[src/common/fem_map.vh]
`ifndef FEM_MAP_VH
`define FEM_MAP_VH
// register byte offsets
`define FEM_OFS_CTRL      8'h00
`define FEM_OFS_ICMP      8'h04
`define FEM_OFS_SPORT_CFG 8'h08
`define FEM_OFS_SPORT_BND 8'h0C
`define FEM_OFS_DPORT_CFG 8'h10
`define FEM_OFS_DPORT_BND 8'h14
`define FEM_OFS_FLAGS     8'h18
`define FEM_OFS_STATUS    8'h1C
`define FEM_OFS_HIT_CNT   8'h20
`define FEM_OFS_MISS_CNT  8'h24
// protocol selection codes
`define FEM_PROTO_ANY     2'h0
`define FEM_PROTO_ICMP    2'h1
`define FEM_PROTO_UDP     2'h2
`define FEM_PROTO_TCP     2'h3
// port criterion modes
`define FEM_PMODE_ANY     2'h0
`define FEM_PMODE_EXACT   2'h1
`define FEM_PMODE_RANGE   2'h2
// flag criterion codes
`define FEM_FLAG_CLEAR    2'h0
`define FEM_FLAG_SET      2'h1
`define FEM_FLAG_ANY      2'h2
// field positions
`define FEM_CTRL_PROTO_LSB 0
`define FEM_CTRL_EN_BIT    2
`define FEM_ICMP_TSPEC_BIT 0
`define FEM_ICMP_CSPEC_BIT 1
`define FEM_ICMP_TVAL_LSB  8
`define FEM_ICMP_CVAL_LSB  16
`define FEM_BND_LO_LSB     0
`define FEM_BND_HI_LSB     16
// reset values
`define FEM_RST_CTRL       3'h0
`define FEM_RST_FLAGS      12'hAAA
`define FEM_RST_ICMP       24'h000000
`define FEM_RST_BND        32'h00000000
`endif

[src/hdl/fem_l4_matcher.v]
// Chosen here: the register offsets and the plain strobed port.
`timescale 1ns/10ps
`include "fem_map.vh"

module fem_l4_matcher #(
    parameter AW = 8,
    parameter CW = 16
) (
    // clock and reset
    input  wire          clk_i,
    input  wire          sys_rst_i,
    // register port
    input  wire [AW-1:0] reg_addr_i,
    input  wire [31:0]   reg_wdata_i,
    input  wire          reg_wr_i,
    input  wire          reg_rd_i,
    output wire [31:0]   reg_rdata_o,
    // parsed header fields
    input  wire          hdr_valid_i,
    input  wire [1:0]    hdr_proto_i,
    input  wire [7:0]    hdr_icmp_type_i,
    input  wire [7:0]    hdr_icmp_code_i,
    input  wire [15:0]   hdr_sport_i,
    input  wire [15:0]   hdr_dport_i,
    input  wire [5:0]    hdr_tcp_flags_i,
    // match result
    output wire          res_valid_o,
    output wire          res_hit_o
);

    //--------------------------------------------------------------
    // helper functions
    //--------------------------------------------------------------

    // both tests are pure decoders used more than once; as functions the
    // source and destination paths cannot drift apart
    // port criterion test, shared by source and destination
    // exact mode reuses the low bound as its value, saving a register
    function port_ok;
        input [1:0]  mode;
        input [15:0] lo;
        input [15:0] hi;
        input [15:0] port;
        begin
            case (mode)
                `FEM_PMODE_ANY: begin
                    port_ok = 1'b1;
                end
                `FEM_PMODE_EXACT: begin
                    port_ok = (port == lo);
                end
                `FEM_PMODE_RANGE: begin
                    // inverted bounds never hit
                    port_ok = (lo <= hi) && (port >= lo) && (port <= hi);
                end
                default: begin
                    port_ok = 1'b0; // reserved mode code never hits
                end
            endcase
        end
    endfunction

    // three-way flag test
    function flag_ok;
        input [1:0] crit;
        input       bit_in;
        begin
            case (crit)
                `FEM_FLAG_CLEAR: begin
                    flag_ok = ~bit_in;
                end
                `FEM_FLAG_SET: begin
                    flag_ok = bit_in;
                end
                // codes 2 and 3 both mean don't-care
                default: begin
                    flag_ok = 1'b1;
                end
            endcase
        end
    endfunction

    //--------------------------------------------------------------
    // configuration registers
    //--------------------------------------------------------------

    // register map, one 32-bit word per offset, narrow fields in the low bits:
    //   0x00 entry control: [1:0] protocol selection, [2] entry enable
    //   0x04 icmp: [0] type specific, [1] code specific, [15:8] type, [23:16] code
    //   0x08 / 0x10 source / destination port mode: any, exact, range, reserved
    //   0x0C / 0x14 port bounds: [15:0] low bound or exact value, [31:16] high
    //   0x18 flag criteria, two bits per flag: clear, set, don't-care
    //   0x1C status, read only: hit of the current result cycle (zero without a result), result seen, live hit of the inputs
    //   0x20 / 0x24 hit and miss counters, read only, any write clears
    // upper bits of narrow registers are not stored and read back as zero
    reg  [2:0]  ctrl_reg;
    reg  [23:0] icmp_reg;
    reg  [1:0]  sport_mode_reg;
    reg  [31:0] sport_bnd_reg;
    reg  [1:0]  dport_mode_reg;
    reg  [31:0] dport_bnd_reg;
    reg  [11:0] flags_reg;
    reg  [CW-1:0] hit_cnt_reg;
    reg  [CW-1:0] miss_cnt_reg;
    reg  [31:0] rdata_reg;
    reg         res_valid_reg;
    reg         res_hit_reg;
    reg         seen_reg;

    wire [1:0]  ent_proto  = ctrl_reg[`FEM_CTRL_PROTO_LSB +: 2];
    wire        ent_en     = ctrl_reg[`FEM_CTRL_EN_BIT];
    wire        tspec      = icmp_reg[`FEM_ICMP_TSPEC_BIT];
    wire        cspec      = icmp_reg[`FEM_ICMP_CSPEC_BIT];
    wire [7:0]  tval       = icmp_reg[`FEM_ICMP_TVAL_LSB +: 8];
    wire [7:0]  cval       = icmp_reg[`FEM_ICMP_CVAL_LSB +: 8];
    wire [15:0] sport_lo   = sport_bnd_reg[`FEM_BND_LO_LSB +: 16];
    wire [15:0] sport_hi   = sport_bnd_reg[`FEM_BND_HI_LSB +: 16];
    wire [15:0] dport_lo   = dport_bnd_reg[`FEM_BND_LO_LSB +: 16];
    wire [15:0] dport_hi   = dport_bnd_reg[`FEM_BND_HI_LSB +: 16];

    // write decode; writes to status or unmapped offsets are dropped
    always @(posedge clk_i or posedge sys_rst_i) begin
        if (sys_rst_i) begin
            ctrl_reg       <= `FEM_RST_CTRL;
            icmp_reg       <= `FEM_RST_ICMP;
            sport_mode_reg <= `FEM_PMODE_ANY;
            sport_bnd_reg  <= `FEM_RST_BND;
            dport_mode_reg <= `FEM_PMODE_ANY;
            dport_bnd_reg  <= `FEM_RST_BND;
            flags_reg      <= `FEM_RST_FLAGS;
        end else if (reg_wr_i) begin
            case (reg_addr_i)
                `FEM_OFS_CTRL: begin
                    ctrl_reg <= reg_wdata_i[2:0];
                end
                `FEM_OFS_ICMP: begin
                    icmp_reg <= reg_wdata_i[23:0];
                end
                `FEM_OFS_SPORT_CFG: begin
                    sport_mode_reg <= reg_wdata_i[1:0];
                end
                `FEM_OFS_SPORT_BND: begin
                    sport_bnd_reg <= reg_wdata_i;
                end
                `FEM_OFS_DPORT_CFG: begin
                    dport_mode_reg <= reg_wdata_i[1:0];
                end
                `FEM_OFS_DPORT_BND: begin
                    dport_bnd_reg <= reg_wdata_i;
                end
                `FEM_OFS_FLAGS: begin
                    flags_reg <= reg_wdata_i[11:0];
                end
                default: begin
                    ctrl_reg <= ctrl_reg;
                end
            endcase
        end
    end

    //--------------------------------------------------------------
    // criterion evaluation
    //--------------------------------------------------------------

    // frame protocol must agree with the entry's selection
    wire proto_ok = (ent_proto == `FEM_PROTO_ANY) || (hdr_proto_i == ent_proto);

    // icmp criteria only count for an icmp entry
    wire icmp_type_ok = ~tspec || (hdr_icmp_type_i == tval);
    wire icmp_code_ok = ~cspec || (hdr_icmp_code_i == cval);
    wire icmp_ok      = (ent_proto != `FEM_PROTO_ICMP) || (icmp_type_ok && icmp_code_ok);

    // port criteria only count for udp and tcp entries; an icmp or any
    // entry has no meaningful port fields to compare against
    // port criteria only count for udp and tcp entries
    wire l4_port_ent  = (ent_proto == `FEM_PROTO_UDP) || (ent_proto == `FEM_PROTO_TCP);
    wire sport_ok     = port_ok(sport_mode_reg, sport_lo, sport_hi, hdr_sport_i);
    wire dport_ok     = port_ok(dport_mode_reg, dport_lo, dport_hi, hdr_dport_i);
    wire ports_ok     = ~l4_port_ent || (sport_ok && dport_ok);

    // bit 1 of each criterion pair set means don't-care, so the reset
    // value leaves every flag ignored
    // per-flag tests: bit 0 fin, 1 syn, 2 rst, 3 psh, 4 ack, 5 urg
    wire [5:0] flag_pass;
    wire [5:0] flag_any;
    genvar gi;
    generate
        for (gi = 0; gi < 6; gi = gi + 1) begin : g_flag
            assign flag_pass[gi] = flag_ok(flags_reg[2*gi +: 2], hdr_tcp_flags_i[gi]);
            assign flag_any[gi]  = flags_reg[2*gi+1];
        end
    endgenerate

    // a non-any flag demands a tcp frame on a tcp entry; a cheaper
    // design would ignore flags on other entries, but that could
    // let a udp frame pass a flag filter
    wire all_any  = &flag_any;
    wire is_tcp   = (hdr_proto_i == `FEM_PROTO_TCP) && (ent_proto == `FEM_PROTO_TCP);
    wire flags_ok = all_any || (is_tcp && (&flag_pass));

    // every enabled criterion at once
    wire hit_next = ent_en && proto_ok && icmp_ok && ports_ok && flags_ok;

    //--------------------------------------------------------------
    // result stage
    //--------------------------------------------------------------

    // the match is one register deep: config and header are both taken at
    // the edge where the valid header is seen, so a config write in that
    // same cycle only applies from the next header on
    // result registered one cycle after the valid header
    always @(posedge clk_i or posedge sys_rst_i) begin
        if (sys_rst_i) begin
            res_valid_reg <= 1'b0;
            res_hit_reg   <= 1'b0;
        end else begin
            res_valid_reg <= hdr_valid_i;
            if (hdr_valid_i) begin
                res_hit_reg <= hit_next;
            end else begin
                res_hit_reg <= 1'b0;
            end
        end
    end

    assign res_valid_o = res_valid_reg;
    assign res_hit_o   = res_hit_reg;

    //--------------------------------------------------------------
    // statistics
    //--------------------------------------------------------------

    // counters saturate so software never sees a wrap to zero
    wire cnt_clr_hit  = reg_wr_i && (reg_addr_i == `FEM_OFS_HIT_CNT);
    wire cnt_clr_miss = reg_wr_i && (reg_addr_i == `FEM_OFS_MISS_CNT);
    wire hit_ev       = res_valid_reg && res_hit_reg;
    wire miss_ev      = res_valid_reg && ~res_hit_reg;

    // an event in the clearing cycle counts as one
    // so a frame landing on the clear is never lost
    always @(posedge clk_i or posedge sys_rst_i) begin
        if (sys_rst_i) begin
            hit_cnt_reg  <= {CW{1'b0}};
            miss_cnt_reg <= {CW{1'b0}};
            seen_reg     <= 1'b0;
        end else begin
            if (cnt_clr_hit) begin
                hit_cnt_reg <= {{(CW-1){1'b0}}, hit_ev};
            end else if (hit_ev && ~&hit_cnt_reg) begin
                hit_cnt_reg <= hit_cnt_reg + {{(CW-1){1'b0}}, 1'b1};
            end
            if (cnt_clr_miss) begin
                miss_cnt_reg <= {{(CW-1){1'b0}}, miss_ev};
            end else if (miss_ev && ~&miss_cnt_reg) begin
                miss_cnt_reg <= miss_cnt_reg + {{(CW-1){1'b0}}, 1'b1};
            end
            if (res_valid_reg) begin
                seen_reg <= 1'b1;
            end
        end
    end

    //--------------------------------------------------------------
    // read path
    //--------------------------------------------------------------

    reg [31:0] rd_mux;

    // the status live bit is combinational from the header pins, so it only
    // means something while the parser holds a header on them
    // read mux; unmapped offsets answer zero
    always @* begin
        rd_mux = 32'h00000000;
        case (reg_addr_i)
            `FEM_OFS_CTRL: begin
                rd_mux[2:0] = ctrl_reg;
            end
            `FEM_OFS_ICMP: begin
                rd_mux[23:0] = icmp_reg;
            end
            `FEM_OFS_SPORT_CFG: begin
                rd_mux[1:0] = sport_mode_reg;
            end
            `FEM_OFS_SPORT_BND: begin
                rd_mux = sport_bnd_reg;
            end
            `FEM_OFS_DPORT_CFG: begin
                rd_mux[1:0] = dport_mode_reg;
            end
            `FEM_OFS_DPORT_BND: begin
                rd_mux = dport_bnd_reg;
            end
            `FEM_OFS_FLAGS: begin
                rd_mux[11:0] = flags_reg;
            end
            `FEM_OFS_STATUS: begin
                rd_mux[0] = res_hit_reg;
                rd_mux[1] = seen_reg;
                rd_mux[2] = hit_next; // live view of the current inputs
            end
            `FEM_OFS_HIT_CNT: begin
                rd_mux[CW-1:0] = hit_cnt_reg;
            end
            `FEM_OFS_MISS_CNT: begin
                rd_mux[CW-1:0] = miss_cnt_reg;
            end
            default: begin
                rd_mux = 32'h00000000;
            end
        endcase
    end

    // read data stand only in the cycle after the strobe
    always @(posedge clk_i or posedge sys_rst_i) begin
        if (sys_rst_i) begin
            rdata_reg <= 32'h00000000;
        end else if (reg_rd_i) begin
            rdata_reg <= rd_mux;
        end else begin
            rdata_reg <= 32'h00000000;
        end
    end

    assign reg_rdata_o = rdata_reg;

endmodule // fem_l4_matcher

[config.mk]
export PLATFORM = sky130hd
export DESIGN_NAME = fem_l4_matcher
export DESIGN_NICKNAME = d
export VERILOG_FILES = /design/src/hdl/fem_l4_matcher.v
export VERILOG_INCLUDE_DIRS = /design/src /design/src/common
export SDC_FILE = /design/constraint.sdc
export NUM_CORES = 1
export LEC_CHECK = 0
export ABC_AREA = 1
export BUFFER_PORTS_ARGS = -buffer_cell sky130_fd_sc_hd__buf_2
export CAP_MARGIN = 20
export CORE_MARGIN = 5
export CORE_UTILIZATION = 50
export DETAILED_ROUTE_END_ITERATION = 10
export GPL_TIMING_DRIVEN = 1
export PLACE_DENSITY = 0.77
export SETUP_SLACK_MARGIN = 0.02
export SLEW_MARGIN = 20
export SYNTH_ARGS = -nofsm -noshare
export SYNTH_HDL_FRONTEND = slang
export SYNTH_SLANG_ARGS = --single-unit
[constraint.sdc]
create_clock -name clk_i -period 9.05 [get_ports clk_i]
set_input_delay 1.3575 -clock clk_i [delete_from_list [all_inputs] [get_ports clk_i]]
set_output_delay 1.3575 -clock clk_i [all_outputs]
set_load 0.005 [all_outputs]
Word-level counts from Yosys, hierarchy flattened
Cells that the tools add are included.
{"block": "op_classes", "muxes": 20, "magnitude_cmp": 6, "n_eq_ne": 28, "n_reduce_logical": 50, "addsub": 2, "bitwise_logic": 10}
{"operator": "less-or-equal comparator 16 bit", "count": 4}
{"operator": "two-way mux 16 bit", "count": 4}
{"operator": "one-hot mux 9 bit (6 select lines)", "count": 1}
{"operator": "adder 16 x 1 -> 16 bit, second input constant", "count": 2}
{"operator": "equality test 16 bit", "count": 2}
{"operator": "equality test 8 x 5 -> 1 bit, second input constant", "count": 4}
{"operator": ">= comparator 16 bit", "count": 2}
{"operator": "two-way mux 32 bit", "count": 1}
{"operator": "AND reduction 16 bit", "count": 2}
{"operator": "one-hot mux 8 bit (3 select lines)", "count": 1}
{"operator": "one-hot mux 2 bit (10 select lines)", "count": 1}
{"operator": "one-hot mux 4 bit (5 select lines)", "count": 1}
{"operator": "logical AND 1 bit", "count": 18}
{"operator": "logical NOT 2 bit", "count": 9}
{"operator": "equality test 2 x 1 -> 1 bit, second input constant", "count": 8}
{"operator": "equality test 8 x 4 -> 1 bit, second input constant", "count": 2}
{"operator": "equality test 8 x 6 -> 1 bit, second input constant", "count": 2}
{"operator": "equality test 8 bit", "count": 2}
{"operator": "one-hot mux 8 bit (2 select lines)", "count": 1}
{"operator": "AND reduction 2 bit", "count": 7}
{"operator": "one-hot mux 1 bit (2 select lines)", "count": 6}
{"operator": "AND reduction 6 bit", "count": 2}
{"operator": "equality test 2 bit, second input constant", "count": 5}
{"operator": "NOT 1 bit", "count": 10}
{"operator": "other kinds (10)", "count": 19}
{"block": "totals", "input_bits": 101, "reg_bits": 174, "elab_cells": 129, "out_inout_bits": 34}

Longest topological paths before layout
{"block": "depth", "depth_word": 10, "ltp_mapped": 17, "ltp_nobuf": 17}

Worst setup path after synthesis
OpenSTA, ideal clock, no wires.
{"block": "synth_path", "path_kind": "input port to flip-flop", "start": "input port hdr_dport_i[15]", "end": "register rdata_reg[2] (netlist: reg_rdata_o[2])", "required_time_ps": 8973, "path_buffers": 0, "setup_time_ps": 77, "stages": 13, "arrival_ps": 2580, "slack_ps": 6393, "cell_sequence": "ha_1 nand2_1 nor2_1 nand2_1 o21ai_0 nor2_1 a21oi_1 nand3_1 nand2_1 nand3_1 nand2_1 nand2_1 a21oi_1"}
{"block": "synth_via", "elab_chain_len": 10, "word_cells_on_any_way": 12, "cone_classes": "order compare: 2; eq/ne: 1; mux: 3; reduce/logical: 6"}
{"item": "start, declared", "line_no": "fem_l4_matcher.v:24", "source": "input wire [15:0] hdr_dport_i,"}
{"item": ">= comparator 16 bit", "line_no": "fem_l4_matcher.v:54", "source": "port_ok = (lo <= hi) && (port >= lo) && (port <= hi);"}
{"item": "logical AND 1 bit (2 in series)", "line_no": "fem_l4_matcher.v:54"}
{"item": "one-hot mux 1 bit (3 select lines) (*)", "line_no": "fem_l4_matcher.v:45", "source": "case (mode)"}
{"item": "logical AND 1 bit (*)", "line_no": "fem_l4_matcher.v:179", "source": "wire ports_ok = ~l4_port_ent || (sport_ok && dport_ok);"}
{"item": "logical OR 1 bit (*)", "line_no": "fem_l4_matcher.v:179"}
{"item": "logical AND 1 bit (*) (2 in series)", "line_no": "fem_l4_matcher.v:202", "source": "wire hit_next = ent_en && proto_ok && icmp_ok && ports_ok && flags_ok;"}
{"item": "one-hot mux 1 bit (8 select lines) (*)", "line_no": "fem_l4_matcher.v:274", "source": "case (reg_addr_i)"}
{"item": "two-way mux 32 bit (*)", "line_no": "fem_l4_matcher.v:317", "source": "end else if (reg_rd_i) begin"}
{"item": "end signal, assigned", "line_no": "fem_l4_matcher.v:318", "source": "rdata_reg <= rd_mux;"}
{"item": "end, declared", "line_no": "fem_l4_matcher.v:105", "source": "reg [31:0] rdata_reg;"}
Every way passes the cells marked *; elsewhere a longest branch is shown, timed or not.
A chain may end at the register's enable or synchronous reset.

Worst setup path in the final report
{"block": "layout_path", "start": "input port reg_addr_i[1]", "end": "register dport_bnd_reg[28]"}
{"block": "layout_via", "elab_chain_len": 2}
{"item": "start, declared", "line_no": "fem_l4_matcher.v:13", "source": "input wire [AW-1:0] reg_addr_i,"}
{"item": "equality test 8 x 5 -> 1 bit", "line_no": "fem_l4_matcher.v:132", "source": "case (reg_addr_i)"}
{"item": "AND reduction 2 bit (no source line)"}
{"item": "end signal, assigned", "line_no": "fem_l4_matcher.v:129", "source": "dport_bnd_reg <= `FEM_RST_BND;"}
{"item": "end signal, assigned", "line_no": "fem_l4_matcher.v:149", "source": "dport_bnd_reg <= reg_wdata_i;"}
{"item": "end, declared", "line_no": "fem_l4_matcher.v:101", "source": "reg [31:0] dport_bnd_reg;"}
No other way between the ends.

==> impl_metrics.yaml <==
status:
  outcome: "finished clean"
timing:
  max_slew.worst_pin.slew_ns: 1.05
  tns_ns: 0
  skew_ns: 0.0113
  rsz0062_at_grt: "no"
  whs_ns: 0.492
  period_needed_ns: 3.69
  maxSlewViolCount: 0
  timing.fmax_mhz: 271
  setup_viol: 0
  fin_crit_sh_pct: 40.7
  max_slew_margin_pct: 29.6
  final-hold-violation-count: 0
cts:
  cts_buffer_depth: 2
  clock_sinks: 174
  root_buffer: "clkbuf_16"
  h-tree-depth: 4
  insertion_delay_ns: 0.44
  cts_resized: 0
  cts_hold_buf: 0
  cts_tree: "built"
  cts_buffers: 17
  post_cts_buffers: 0
  clk_pin_slew_worst_paths_ns: 0.07
setup_path:
  r2r_end: "hit_cnt_reg[15]"
  cp_cell_sequence: "buf_2, nor2_2, nand2_1, nor2_2, nand2_1, inv_2, nand2_2, o21ai_0"
  cpPeakStageDelay_ns: 0.72
  cp_slowest_cell: "nand2_2"
  start_kind: "input pin"
  r2r_start: "hit_cnt_reg[0]"
  end_kind: "flop"
  crit_required_ns: 9.37
  cp_max_fo: 64
  crit_arrival_ns: 4.01
  worstSetupPathType: "input pin to flop"
  worstPathBufferInverterCount: 2
  cp_top_family: "simple AND/OR/NAND/NOR gates"
  ff2ff_path_depth: 13
  rrSetupSlack_ns: 6.87
drt:
  vias: 9595
  drt_wl_total_um: 30400
  wl_per_cell_um: 17.6
  firstDrtPassIters: 5
  route.detailed.drc: 0
  ant_nets: 0
  viasPerCell: 5.57
  detail_route.iter0.violations: 1010
hold_path:
  hp-class: "flop to flop"
  min_from: "sport_bnd_reg[21]"
  min_to: "sport_bnd_reg[21]"
  hold_depth: 2
finish:
  drive_gt1_share_pct: 14.7
  fillers: 1817
  finish.utilization_pct: 58.5
  nets: 1640
  regArea_um2: 4360
  final_cell_area_um2: 11900
  final_cell_mix: "nand2_1 (334), inv_1 (193), dfrtp_1 (168)"
  syn2layout_area_growth_pct: 14.3
  fin_cells: 1724
  final_common_cell: "nand2_1"
  multi_input_area_um2: 5160
place:
  gp_congestion: 0.922
  dpl.hpwl_um: 23400
  post-place-cells: 1692
  port-buffer-count: 134
  placed_cell_area_um2: 11300
power:
  p_leak_uw: 0.00594
  vdd_drop_max_mv: 0.130
  p_per_area_nw_per_um2: 158
global_route:
  grt_pass1_wl_um: 47900
  grt_pass1_vias: 9133
  overflow: 0
  grt_max_degree: 115
  grt_usage_pct: 25.4
  antenna_found_initial: 1
synthesis:
  synth_cell_types: 47
  netlist.area_leader.share_pct: 40.3
  yosysWarnings: 0
  synth_area_um2: 10400
  synthArstFlopShare_pct: 100
  ys_ff_latch: 174
  synth_area_leaders: "dfrtp_1 (40%), nand2_1 (12%), ha_1 (12%)"
  syn_inst: 1318
  syn_nets: 1517
  synth_flop_cell: "dfrtp_1"
  ys_seq_area_share_pct: 41.8
  synth-edff-count: 0
  postSynthAreaPerCell_um2: 7.91
  yosys.area.top_type: "dfrtp_1"
die:
  initial_core_util_pct: 51.2
  core_um2: 20400
  dieWidth_um: 154
  ioPinCount: 135
  die-area_um2: 23800
  die_h_um: 154
  std_cell_rows: 52
job:
  max_cap_violations: 0
-- layer usage --
layer / vias up / global-route usage (%) / part of all wire [%]
li1: 4573 / - / -
met4: 0 / 10.5 / 4.0
met5: - / 0 / 0
met3: 81 / 5.22 / 9.4
met1: 4454 / 34.8 / 41
met2: 487 / 39.4 / 45
-- how the worst max path moves through the flow --
stage,end,slack [ns],start,cells past startpoint
5_1_grt,dport_bnd_reg[31],5.11,reg_addr_i[7],9
4_1_cts,dport_bnd_reg[28],5.43,reg_addr_i[1],8
3_5_place_dp,dport_bnd_reg[25],5.03,reg_addr_i[1],8
3_3_place_gp,dport_bnd_reg[27],5.21,reg_addr_i[7],8
2_1_floorplan,ctrl_reg[0],2.99,sys_rst_i,1
6_report,dport_bnd_reg[28],5.36,reg_addr_i[1],8
-- worst min-delay path, stage by stage, from the launching register on --
cell	delay, ns
dfrtp_1	0.35
nand2_1	0.05
o21ai_0	0.06
-- final cells by class --
type,instances,area share [%]
multi-input cells,908,43.3
flip-flops and latches,174,36.6
clock buffers,18,3.69
well taps,270,2.84
repair buffers,137,5.82
clock inverters,13,1.21
diodes,1,0.0210
inverters,203,6.47
-- cells in the mapped netlist, types with 3 or more instances --
library cell,n
a21o_1,3
xor2_1,7
nand4_1,11
dfrtp_1,168
a21boi_0,3
nand2_2,7
a221oi_1,13
o21ai_1,4
nor2_1,71
ha_1,98
a211oi_1,5
o221ai_1,3
o21ai_0,140
dfstp_2,6
xnor2_1,12
nor3_1,21
o21a_1,8
inv_1,194
clkbuf_1,22
nor3_2,5
nand3_1,23
or2_2,7
nand2_1,335
buf_2,8
a31oi_1,10
o21bai_1,7
o22ai_1,20
o211ai_1,3
nor4_1,3
a21oi_1,73
inv_2,8
-- kinds of logic (layout without fill, tap and decap cells) --
group | count (synthesis) | count (layout) | synth area share [%]
and+or+nand+nor | 495 | 495 | 20.1
AOI/OAI and AO/OA | 296 | 296 | 16.0
buffers and inverters | 236 | 371 | 8.64
DFF | 174 | 174 | 41.8
adders and majority gates | 98 | 98 | 11.8
xor gates and xnor gates | 19 | 19 | 1.60
other | 0 | 1 | 0
-- where the power goes --
part	switching [uW]	total [uW]	internal, uW	leakage (uW)
clock network	344	741	398	0.000286
registers	38.2	857	819	0.00232
logic	183	286	103	0.00333
-- per-stage QoR --
stage | worst slack (ns) | total power (uW)
finish | 5.36 | 1880
global route | 5.11 | 1970
CTS | 5.43 | 1890
detailed placement | 5.03 | 1150
global placement | 5.21 | 1140
floorplan | 2.99 | 1050
Power figures use the tool's default switching activity.
